**config.mk**
```make
export PLATFORM = sky130hd
export DESIGN_NAME = green_mode_pwm_protection_ctrl
export DESIGN_NICKNAME = d
export VERILOG_FILES = /design/src/hdl/pwm_ctrl_pkg.sv /design/src/hdl/period_timer.sv /design/src/hdl/green_mode_pwm_protection_ctrl.sv
export SDC_FILE = /design/constraint.sdc
export NUM_CORES = 1
export LEC_CHECK = 0
export BUFFER_PORTS_ARGS = -buffer_cell sky130_fd_sc_hd__buf_2
export CORE_MARGIN = 2
export CORE_UTILIZATION = 65
export CTS_BUF_LIST = sky130_fd_sc_hd__clkbuf_4 sky130_fd_sc_hd__clkbuf_8
export CTS_CLUSTER_DIAMETER = 150
export DETAILED_ROUTE_END_ITERATION = 7
export PLACE_DENSITY = 0.92
export SLEW_MARGIN = 20
export SYNTH_ARGS = -nofsm -noshare
export SYNTH_HDL_FRONTEND = slang
export SYNTH_SLANG_ARGS = --single-unit
```
**constraint.sdc**
```tcl
create_clock -name clk_i -period 3.55 [get_ports clk_i]
set_input_delay 0.71 -clock clk_i [delete_from_list [all_inputs] [get_ports clk_i]]
set_output_delay 0.71 -clock clk_i [all_outputs]
set_load 0.05 [all_outputs]
```
**src/hdl/pwm_ctrl_pkg.sv**
```systemverilog
`default_nettype none
package pwm_ctrl_pkg;
  // Clock rate and derived cycle counts
  localparam int CLK_HZ = 40000000;
  localparam int BLANK_NS = 350;
  // Least time rounds up
  localparam int BLANK_CYC = (BLANK_NS * (CLK_HZ / 1000000) + 999) / 1000;
  // Normal frequency: f_kHz = 65.0 * 100 / rt_kohm
  localparam int FREQ_CONST_X10 = 650;
  localparam int FREQ_SCALE = 100;
  // Nominal 65 kHz period at 40 MHz
  localparam int NOM_FREQ_KHZ = 65;
  localparam int NOM_PERIOD_CYC = CLK_HZ / (NOM_FREQ_KHZ * 1000);
  // Light-load frequency
  localparam int GREEN_FREQ_KHZ = 20;
  localparam int GREEN_PERIOD_CYC = CLK_HZ / (GREEN_FREQ_KHZ * 1000);
  // Duty limit percent
  localparam int MAX_DUTY_PCT = 75;
  // Overload delay: 60 ms at 65 kHz, as a period count
  localparam int OLP_DELAY_MS = 60;
  localparam int OLP_PERIODS = OLP_DELAY_MS * NOM_FREQ_KHZ;
  localparam int PER_W = 16;
  localparam int OLP_W = 13;
endpackage : pwm_ctrl_pkg
`default_nettype wire

```
**src/hdl/period_timer.sv**
```systemverilog
`timescale 1ns/1ps
`default_nettype none
// Switching period counter: start pulse, duty limit and blanking window
module period_timer
  import pwm_ctrl_pkg::*;
#(
  parameter int W = PER_W
) (
  input wire logic clk_i,
  input wire logic rst_b_i,
  input wire logic run_i,
  input wire logic [W-1:0] period_i,
  output logic start_o,
  output logic duty_ok_o,
  output logic blank_o
);
  logic [W-1:0] cnt_q, cnt_d;
  logic [W-1:0] duty_lim;

  // Limit is 75 percent of the period, rounded down
  assign duty_lim = W'((32'(period_i) * MAX_DUTY_PCT) / 100);

  // Count wraps at period; idle at zero while stopped
  always_comb begin
    cnt_d = cnt_q;
    if (!run_i) begin
      cnt_d = '0;
    end else if (cnt_q >= period_i - W'(1)) begin
      cnt_d = '0;
    end else begin
      cnt_d = cnt_q + W'(1);
    end
  end

  always_ff @(posedge clk_i or negedge rst_b_i) begin
    if (!rst_b_i) begin
      cnt_q <= '0;
    end else begin
      cnt_q <= cnt_d;
    end
  end

  assign start_o = run_i && (cnt_q == '0);
  assign duty_ok_o = cnt_q < duty_lim;
  assign blank_o = cnt_q < W'(BLANK_CYC);
endmodule : period_timer
`default_nettype wire

```
**src/hdl/green_mode_pwm_protection_ctrl.sv**
```systemverilog
`timescale 1ns/1ps
`default_nettype none
// How it works
// - Lockout on at high, off at low
// - Below turn-on level, gate low, no pulses
// - Current-sense trip ends pulse this cycle
// - Ignore current sense during turn-on blanking
// - Gate forced low at 75 percent duty
// - Normal period from programming resistor value
// - Feedback below off level disables gate
// - Overvoltage shuts gate until next lockout-on
// - Overvoltage recovers automatically, hiccup if persisting
// - Sustained overload stops switching
// - Overload delay filters short feedback excursions
// - Pin faults turn gate off immediately
// - Overload delay counted in switching periods
// - Light load selects reduced frequency
module green_mode_pwm_protection_ctrl
  import pwm_ctrl_pkg::*;
#(
  parameter int OLP_COUNT = OLP_PERIODS,
  parameter int RT_W = 9
) (
  input wire logic clk_i,
  input wire logic rst_b_i,
  input wire logic supply_above_on_i,
  input wire logic supply_below_off_i,
  input wire logic supply_overvoltage_i,
  input wire logic cs_trip_i,
  input wire logic fb_below_off_i,
  input wire logic fb_overload_i,
  input wire logic fb_light_load_i,
  input wire logic freq_program_pin_short_i,
  input wire logic freq_program_pin_open_i,
  input wire logic cs_pin_open_i,
  input wire logic [RT_W-1:0] rt_kohm_i,
  output logic gate_o,
  output logic running_o,
  output logic overvoltage_o,
  output logic overload_o
);
  typedef enum logic [1:0] {ST_LOCKOUT, ST_RUN, ST_OV_OFF, ST_OL_OFF} state_e;

  state_e state_q, state_d;
  logic gate_q, gate_d;
  logic [OLP_W-1:0] olp_q, olp_d;
  logic [PER_W-1:0] period;
  logic start, duty_ok, blank, run, fault_now;

  // Period from resistor; zero resistance falls back to nominal
  always_comb begin
    if (fb_light_load_i) begin
      period = PER_W'(GREEN_PERIOD_CYC);
    end else if (rt_kohm_i == '0) begin
      period = PER_W'(NOM_PERIOD_CYC);
    end else begin
      // Cycles = CLK_HZ * rt / (6500 * 1000) ... kHz form
      period = PER_W'((64'(CLK_HZ) * 64'(rt_kohm_i) * 10)
               / (64'(FREQ_CONST_X10) * FREQ_SCALE * 1000));
    end
  end

  period_timer #(
    .W(PER_W)
  ) u_timer (
    .clk_i(clk_i),
    .rst_b_i(rst_b_i),
    .run_i(run),
    .period_i(period),
    .start_o(start),
    .duty_ok_o(duty_ok),
    .blank_o(blank)
  );

  assign run = (state_q == ST_RUN);
  // Immediate gate kill conditions, not latched
  assign fault_now = fb_below_off_i || freq_program_pin_short_i
                     || freq_program_pin_open_i || cs_pin_open_i;

  // Protection state machine
  always_comb begin
    state_d = state_q;
    olp_d = olp_q;
    case (state_q)
      ST_LOCKOUT: begin
        olp_d = '0;
        if (supply_above_on_i) begin
          state_d = ST_RUN;
        end
      end
      ST_RUN: begin
        if (supply_below_off_i) begin
          state_d = ST_LOCKOUT;
        end else if (supply_overvoltage_i) begin
          state_d = ST_OV_OFF;
        end else if (!fb_overload_i) begin
          olp_d = '0;
        end else if (start) begin
          // Count periods, not clocks, so delay scales with frequency
          if (32'(olp_q) >= OLP_COUNT - 1) begin
            state_d = ST_OL_OFF;
          end else begin
            olp_d = olp_q + OLP_W'(1);
          end
        end
      end
      ST_OV_OFF: begin
        // Supply sags while off; restart at next turn-on
        if (supply_below_off_i) begin
          state_d = ST_LOCKOUT;
        end
      end
      ST_OL_OFF: begin
        if (supply_below_off_i) begin
          state_d = ST_LOCKOUT;
        end
      end
      default: state_d = ST_LOCKOUT;
    endcase
  end

  always_ff @(posedge clk_i or negedge rst_b_i) begin
    if (!rst_b_i) begin
      state_q <= ST_LOCKOUT;
      olp_q <= '0;
    end else begin
      state_q <= state_d;
      olp_q <= olp_d;
    end
  end

  // Gate pulse: set at start, reset by trip or duty limit
  always_comb begin
    gate_d = gate_q;
    if (state_d != ST_RUN || fault_now) begin
      gate_d = 1'b0;
    end else if (start) begin
      gate_d = 1'b1;
    end else if (!duty_ok) begin
      gate_d = 1'b0;
    end else if (cs_trip_i && !blank) begin
      gate_d = 1'b0;
    end
  end

  always_ff @(posedge clk_i or negedge rst_b_i) begin
    if (!rst_b_i) begin
      gate_q <= 1'b0;
    end else begin
      gate_q <= gate_d;
    end
  end

  // Async kill keeps the fault path free of a clock delay
  // Overvoltage also cuts at once; the state catches up next edge
  assign gate_o = gate_q && !fault_now && !supply_overvoltage_i && run;
  assign running_o = run;
  assign overvoltage_o = (state_q == ST_OV_OFF);
  assign overload_o = (state_q == ST_OL_OFF);

  // Lockout and pulse shape checks
  a_lockout_gate_low: assert property (@(posedge clk_i) disable iff (!rst_b_i)
    (state_q == ST_LOCKOUT) |-> !gate_o)
    else $error("gate high during lockout");
  a_turn_on: assert property (@(posedge clk_i) disable iff (!rst_b_i)
    (state_q == ST_LOCKOUT && supply_above_on_i) |=> state_q == ST_RUN)
    else $error("no turn-on");
  a_run_off: assert property (@(posedge clk_i) disable iff (!rst_b_i)
    (run && supply_below_off_i) |=> !run)
    else $error("no lockout at low supply");
  a_gate_state: assert property (@(posedge clk_i) disable iff (!rst_b_i)
    !run |-> !gate_q)
    else $error("gate register high outside run");
  a_cs_trip_end: assert property (@(posedge clk_i) disable iff (!rst_b_i)
    (gate_q && cs_trip_i && !blank && !start) |=> !gate_q)
    else $error("current trip ignored");
  a_blank_hold: assert property (@(posedge clk_i) disable iff (!rst_b_i)
    (gate_q && cs_trip_i && blank && duty_ok && !start && !fault_now
      && state_d == ST_RUN) |=> gate_q)
    else $error("blanking failed");
  a_duty_limit: assert property (@(posedge clk_i) disable iff (!rst_b_i)
    (!duty_ok && !start) |=> !gate_q)
    else $error("duty limit exceeded");
  a_fb_off: assert property (@(posedge clk_i) disable iff (!rst_b_i)
    fb_below_off_i |-> !gate_o)
    else $error("gate on with feedback off");
  // Overvoltage checks
  a_ov_kill: assert property (@(posedge clk_i) disable iff (!rst_b_i)
    supply_overvoltage_i |-> !gate_o)
    else $error("gate on during overvoltage");
  a_ov_stop: assert property (@(posedge clk_i) disable iff (!rst_b_i)
    (run && supply_overvoltage_i && !supply_below_off_i) |=> overvoltage_o ##1 !gate_q)
    else $error("overvoltage not handled");
  a_ov_held: assert property (@(posedge clk_i) disable iff (!rst_b_i)
    (overvoltage_o && !supply_below_off_i) |=> overvoltage_o)
    else $error("overvoltage off left early");
  a_pin_fault: assert property (@(posedge clk_i) disable iff (!rst_b_i)
    (freq_program_pin_open_i || cs_pin_open_i || freq_program_pin_short_i) |-> !gate_o)
    else $error("gate on with pin fault");
  // Overload counter checks
  a_ol_clear: assert property (@(posedge clk_i) disable iff (!rst_b_i)
    (run && !fb_overload_i && !supply_below_off_i && !supply_overvoltage_i)
      |=> (olp_q == '0))
    else $error("overload count not cleared");
  a_ol_wait: assert property (@(posedge clk_i) disable iff (!rst_b_i)
    (run && (!start || !fb_overload_i || 32'(olp_q) < OLP_COUNT - 1)) |=> !overload_o)
    else $error("overload tripped early");
  a_ol_trip: assert property (@(posedge clk_i) disable iff (!rst_b_i)
    (run && start && fb_overload_i && !supply_below_off_i && !supply_overvoltage_i
      && 32'(olp_q) >= OLP_COUNT - 1) |=> overload_o)
    else $error("overload did not trip");
  a_ol_gate_low: assert property (@(posedge clk_i) disable iff (!rst_b_i)
    overload_o |-> !gate_o)
    else $error("gate on during overload");
  a_ol_latch: assert property (@(posedge clk_i) disable iff (!rst_b_i)
    (overload_o && !supply_below_off_i) |=> overload_o)
    else $error("overload latch lost");
  a_gate_rise: assert property (@(posedge clk_i) disable iff (!rst_b_i)
    (start && state_d == ST_RUN && !fault_now) |=> gate_q)
    else $error("no rise at period start");
endmodule : green_mode_pwm_protection_ctrl
`default_nettype wire

```
==> impl_metrics.csv, run 1 <==
group,metric,value,unit
die,start_util,66.09,%
placement,gp_congestion,1.167,
clock_tree,clockBufferDepth,2,
yosys,synth_warnings,0,
status,status,"did not finish",
die,die_w,185.9,µm
placement,numPortBuffers,24,
placement,hpwl,118500,µm
clock_tree,numCtsBuffers,5,
die,die_y,185.9,µm
clock_tree,hold_buffers,0,
placement,placed_area,31750,µm²
yosys,synthArstFlopShare,100.0,%
yosys,ys.flop_type,"dfrtp_1",
clock_tree,htree_levels,2,
yosys,synth_area_per_cell,7.102,µm²
die,fp-row-count,66,
yosys,synth_seq_area_share,3.724,%
yosys,synth_area,21500,µm²
clock_tree,cts-resized-gates,598,
yosys,synthCells,3028,
clock_tree,clock-sinks,32,
yosys,synth_edf_count,0,
clock_tree,root_buffer,"clkbuf_8",
die,ios,25,
status,tool.error,"[ERROR DPL-0038] Utilization greater than 100%, impossible to legalize",
yosys,synth_cell_type_count,130,
yosys,synth-seq-cells,32,
status,haltStage,"4_1_cts",
clock_tree,postCtsSetupBuffers,193,
[Yosys cell counts, types with 16 or more instances]
cell	count	share of area (%)
nor2_1	277	4.8
a21oi_1	231	5.4
ha_1	221	13
inv_1	219	3.8
nand2_1	214	3.7
xnor2_1	174	7.1
o21ai_0	152	3.5
nand3_1	100	2.3
nor3_1	90	2.1
xor2_1	79	3.2
a21o_1	54	1.9
clkbuf_1	51	0.89
o211ai_1	48	1.7
and2_1	47	1.4
a211oi_1	46	1.6
fa_1	45	4.2
a31oi_1	42	1.2
nand4_1	39	1.1
nor4_1	39	1.1
nand2b_1	37	1.1
o21ai_1	36	0.84
mux2i_1	35	1.6
o21bai_1	35	1.2
or3_1	34	0.99
o31ai_1	33	1.2
dfrtp_1	32	3.7
and3_1	30	0.87
nor2b_1	27	0.79
or2_2	27	0.79
buf_2	25	0.58
o21a_1	25	0.87
and4_1	20	0.81
a211o_1	17	0.69
a221oi_1	17	0.69
mux2_2	16	0.84
[kinds of logic after synthesis]
kind of cell / Yosys count / synth area share, %
flops: 32 / 3.724
buf+inv: 313 / 5.801
compound gates: 1036 / 34.65
mux: 52 / 2.537
simple gates: 1059 / 25.11
fa+ha+maj: 278 / 17.61
other cells: 2 / 0.03492
xor+xnor: 256 / 10.53
[stage by stage]
stage | utilization [%] | cells | TNS, ns | hold WS [ns] | worst slack [ns]
floorplan | - | 3030 | -349.79 | 0.4144 | -29.81
global placement | 97.58 | 4611 | -356.59 | 0.4775 | -29.46
detailed placement | 97.58 | 4611 | -432.38 | 0.5334 | -35.42
==> run 2: changes to the inputs <==
- CORE_UTILIZATION: 65 -> 40
- CTS_BUF_LIST: sky130_fd_sc_hd__clkbuf_4 sky130_fd_sc_hd__clkbuf_8 -> not set
- CTS_CLUSTER_DIAMETER: 150 -> not set
- PLACE_DENSITY: 0.92 -> not set
- PLACE_DENSITY_LB_ADDON: not set -> 0.15
==> run 2 against run 1 <==
Against the previous run: the flow now finishes, with violations (negative setup slack); synthesized area unchanged; synthesized cell count unchanged.
==> impl_metrics.csv, run 2 <==
group,metric,value,unit
status,status,"finished, violations left",
status,violations,"negative setup slack",
detailed_routing,viasPerCell,5.662,
die,ios,25,
clock_tree,htree_levels,2,
clock_tree,hold_buffers,0,
yosys,synth_cell_type_count,130,
die,die_area,55630,µm²
cells_and_area,regMostFlops,"u_timer.cnt_q",
min_path,min_from,"olp_q[12]$_DFFE_PN0P_",
yosys,yosysTopAreaCell,"ha_1",
worst_setup_path,slowest_delay,0.60,ns
cells_and_area,stdcell_area,36000,µm²
clock_tree,numCtsBuffers,5,
timing,drv_slew,0,
grt,grt_max_degree,33,
cells_and_area,diodes,0,
yosys,synth.top_cell.area_share,12.86,%
detailed_routing,wirelength,88400,µm
timing,maxSlewHeadroom,46.92,%
yosys,yosys-top-cells-area,"ha_1 (13%), xnor2_1 (7.1%), a21oi_1 (5.4%)",
cells_and_area,largest_reg_flops,16,
grt,antenna_found_initial,0,
grt,grt_pass1_wl,142100,µm
placement,place_ws,-31.17,ns
yosys,synth_area,21500,µm²
clock_tree,root_buffer,"clkbuf_16",
timing,tightest_slew,0.7962,ns
die,coreArea,52870,µm²
detailed_routing,wl_per_cell,17.38,µm
cells_and_area,drive_gt1_share,44.64,%
grt,grt_overflow_total,0,
detailed_routing,vias,28792,
cells_and_area,fin_nets,4683,
worst_setup_path,cp-start-kind,"input port",
cells_and_area,multiInputGateArea,22250,µm²
detailed_routing,drt-initial-drc-count,1727,
yosys,ys_top_cells_by_count,"nor2_1 (277), a21oi_1 (231), ha_1 (221)",
timing,finalHoldViolations,0,
yosys,synth-seq-cells,32,
grt,grt_pass1_vias,28839,
yosys,synth_warnings,0,
worst_setup_path,r2r_start,"u_timer.cnt_q[0]$_DFF_PN0_",
worst_setup_path,crit_slowest_cell,"or4b_4",
clock_tree,clockBufferDepth,2,
cells_and_area,layout_common_cells,"buf_4 (1385), nor2_1 (247), inv_1 (208)",
timing,rsz0062_at_grt,"true",
cells_and_area,seq_area,800.8,µm²
yosys,synth_seq_area_share,3.724,%
yosys,synth_edf_count,0,
die,die_w,235.9,µm
clock_tree,insertion_delay,0.28,ns
worst_setup_path,cp_data_required_time,3.77,ns
job,drv_cap,0,
cells_and_area,layout_commonest_cell,"buf_4",
timing,skew,0.006596,ns
worst_setup_path,cp_common_cell,"buf_4",
placement,placed_area,32560,µm²
placement,hpwl,73270,µm
timing,timing.fmax,29.69,MHz
yosys,ys.flop_type,"dfrtp_1",
min_path,hp-class,"reg2reg",
worst_setup_path,ff2ff_setup_slack,0.23,ns
detailed_routing,detail-route-antenna-nets,0,
timing,post-route-period-util,948.7,%
die,die_y,235.9,µm
worst_setup_path,crit_start,"rt_kohm_i[0]",
die,start_util,40.68,%
worst_setup_path,critPathMaxFanout,8,
yosys,synth_area_per_cell,7.102,µm²
yosys,yosysMostFrequentCell,"nor2_1",
worst_setup_path,critPathCaptureType,"register",
cells_and_area,syn_to_final_growth,67.42,%
worst_setup_path,crit_type,"in2reg",
clock_tree,path_clk_slew,0.06,ns
worst_setup_path,crit_arrival,33.90,ns
cells_and_area,reg_top3,"u_timer.cnt_q x16, olp_q x13, state_q x2",
grt,grt_usage,30.22,%
yosys,synthCells,3028,
yosys,synthArstFlopShare,100.0,%
placement,numPortBuffers,24,
clock_tree,clock-sinks,32,
die,fp-row-count,84,
detailed_routing,drtPass1Iterations,6,
detailed_routing,drc,0,
clock_tree,cts_tree,"yes",
cells_and_area,fillers,4451,
timing,fin_crit,33.68,ns
placement,gp_congestion,0.9692,
timing,worst_slack,-30.13,ns
timing,setup_viol,17,
-- run 2: cell counts after synthesis --
No cell type changed its count.
-- run 2: logic make-up after synthesis --
kind of cell / count (synthesis) / synth area share [%]
other cells: 2 / 0.03492
buf+inv: 313 / 5.801
xor+xnor: 256 / 10.53
flops: 32 / 3.724
simple gates: 1059 / 25.11
compound gates: 1036 / 34.65
fa+ha+maj: 278 / 17.61
mux: 52 / 2.537
-- run 2: worst paths after layout --
| kind | depth (start not counted) | to |
|---|---|---|
| max | 170 | gate_q$_DFFE_PN0P_ |
| min | 2 | olp_q[12]$_DFFE_PN0P_ |
| max reg2reg | 25 | u_timer.cnt_q[5]$_DFF_PN0_ |
| min reg2reg | 2 | olp_q[12]$_DFFE_PN0P_ |
| max in group asynchronous | 1 | olp_q[12]$_DFFE_PN0P_ |
| min in group asynchronous | 1 | u_timer.cnt_q[13]$_DFF_PN0_ |
-- run 2: layout make-up --
type | instances | share of cell area, %
Multi-Input combinational cell | 2685 | 61.81
Timing Repair Buffer | 1448 | 30.68
Inverter | 224 | 2.395
Tap cell | 688 | 2.391
Sequential cell | 32 | 2.224
Clock buffer | 7 | 0.4240
Clock inverter | 1 | 0.08341
-- run 2: routing by layer --
layer  global-route usage [%]  vias up  wire [µm]
met5                        0        -          0
met4                    9.786        0       2794
met3                    1.568      173       2894
met2                    57.77      693      46160
met1                    35.74    13777      36550
li1                         -    14149          -
-- run 2: timing repair --
action | CTS | global route
setup endpoints to repair | 17 | 17
cloned | 1 | 0
pin swaps | 167 | 126
setup buffers | 106 | 50
resized for setup | 254 | 160
-- run 2: worst max-delay path: cells and delay by family --
| kind | cells | cell delay, ns |
|---|---|---|
| AOI/OAI and AO/OA | 93 | 17.36 |
| xor gates and xnor gates | 6 | 1.04 |
| adders and majority gates | 15 | 4.81 |
| buffers and inverters | 29 | 4.05 |
| muxes | 5 | 0.99 |
| and+or+nand+nor | 22 | 4.84 |
-- run 2: metrics by stage --
stage / setup TNS, ns / hold WS, ns / utilization (%) / instances
finish: -361.88 / 0.4997 / 68.10 / 5085
global route: -384.06 / 0.5256 / 68.10 / 5085
CTS: -355.47 / 0.5073 / 65.87 / 5037
detailed placement: -378.36 / 0.4962 / 61.59 / 4924
global placement: -372.76 / 0.4807 / 61.59 / 4924
floorplan: -349.79 / 0.4144 / - / 3030
Power of run 2 is not shown: default switching activity piles up to over one toggle a cycle in this logic, so the estimate is an artifact.
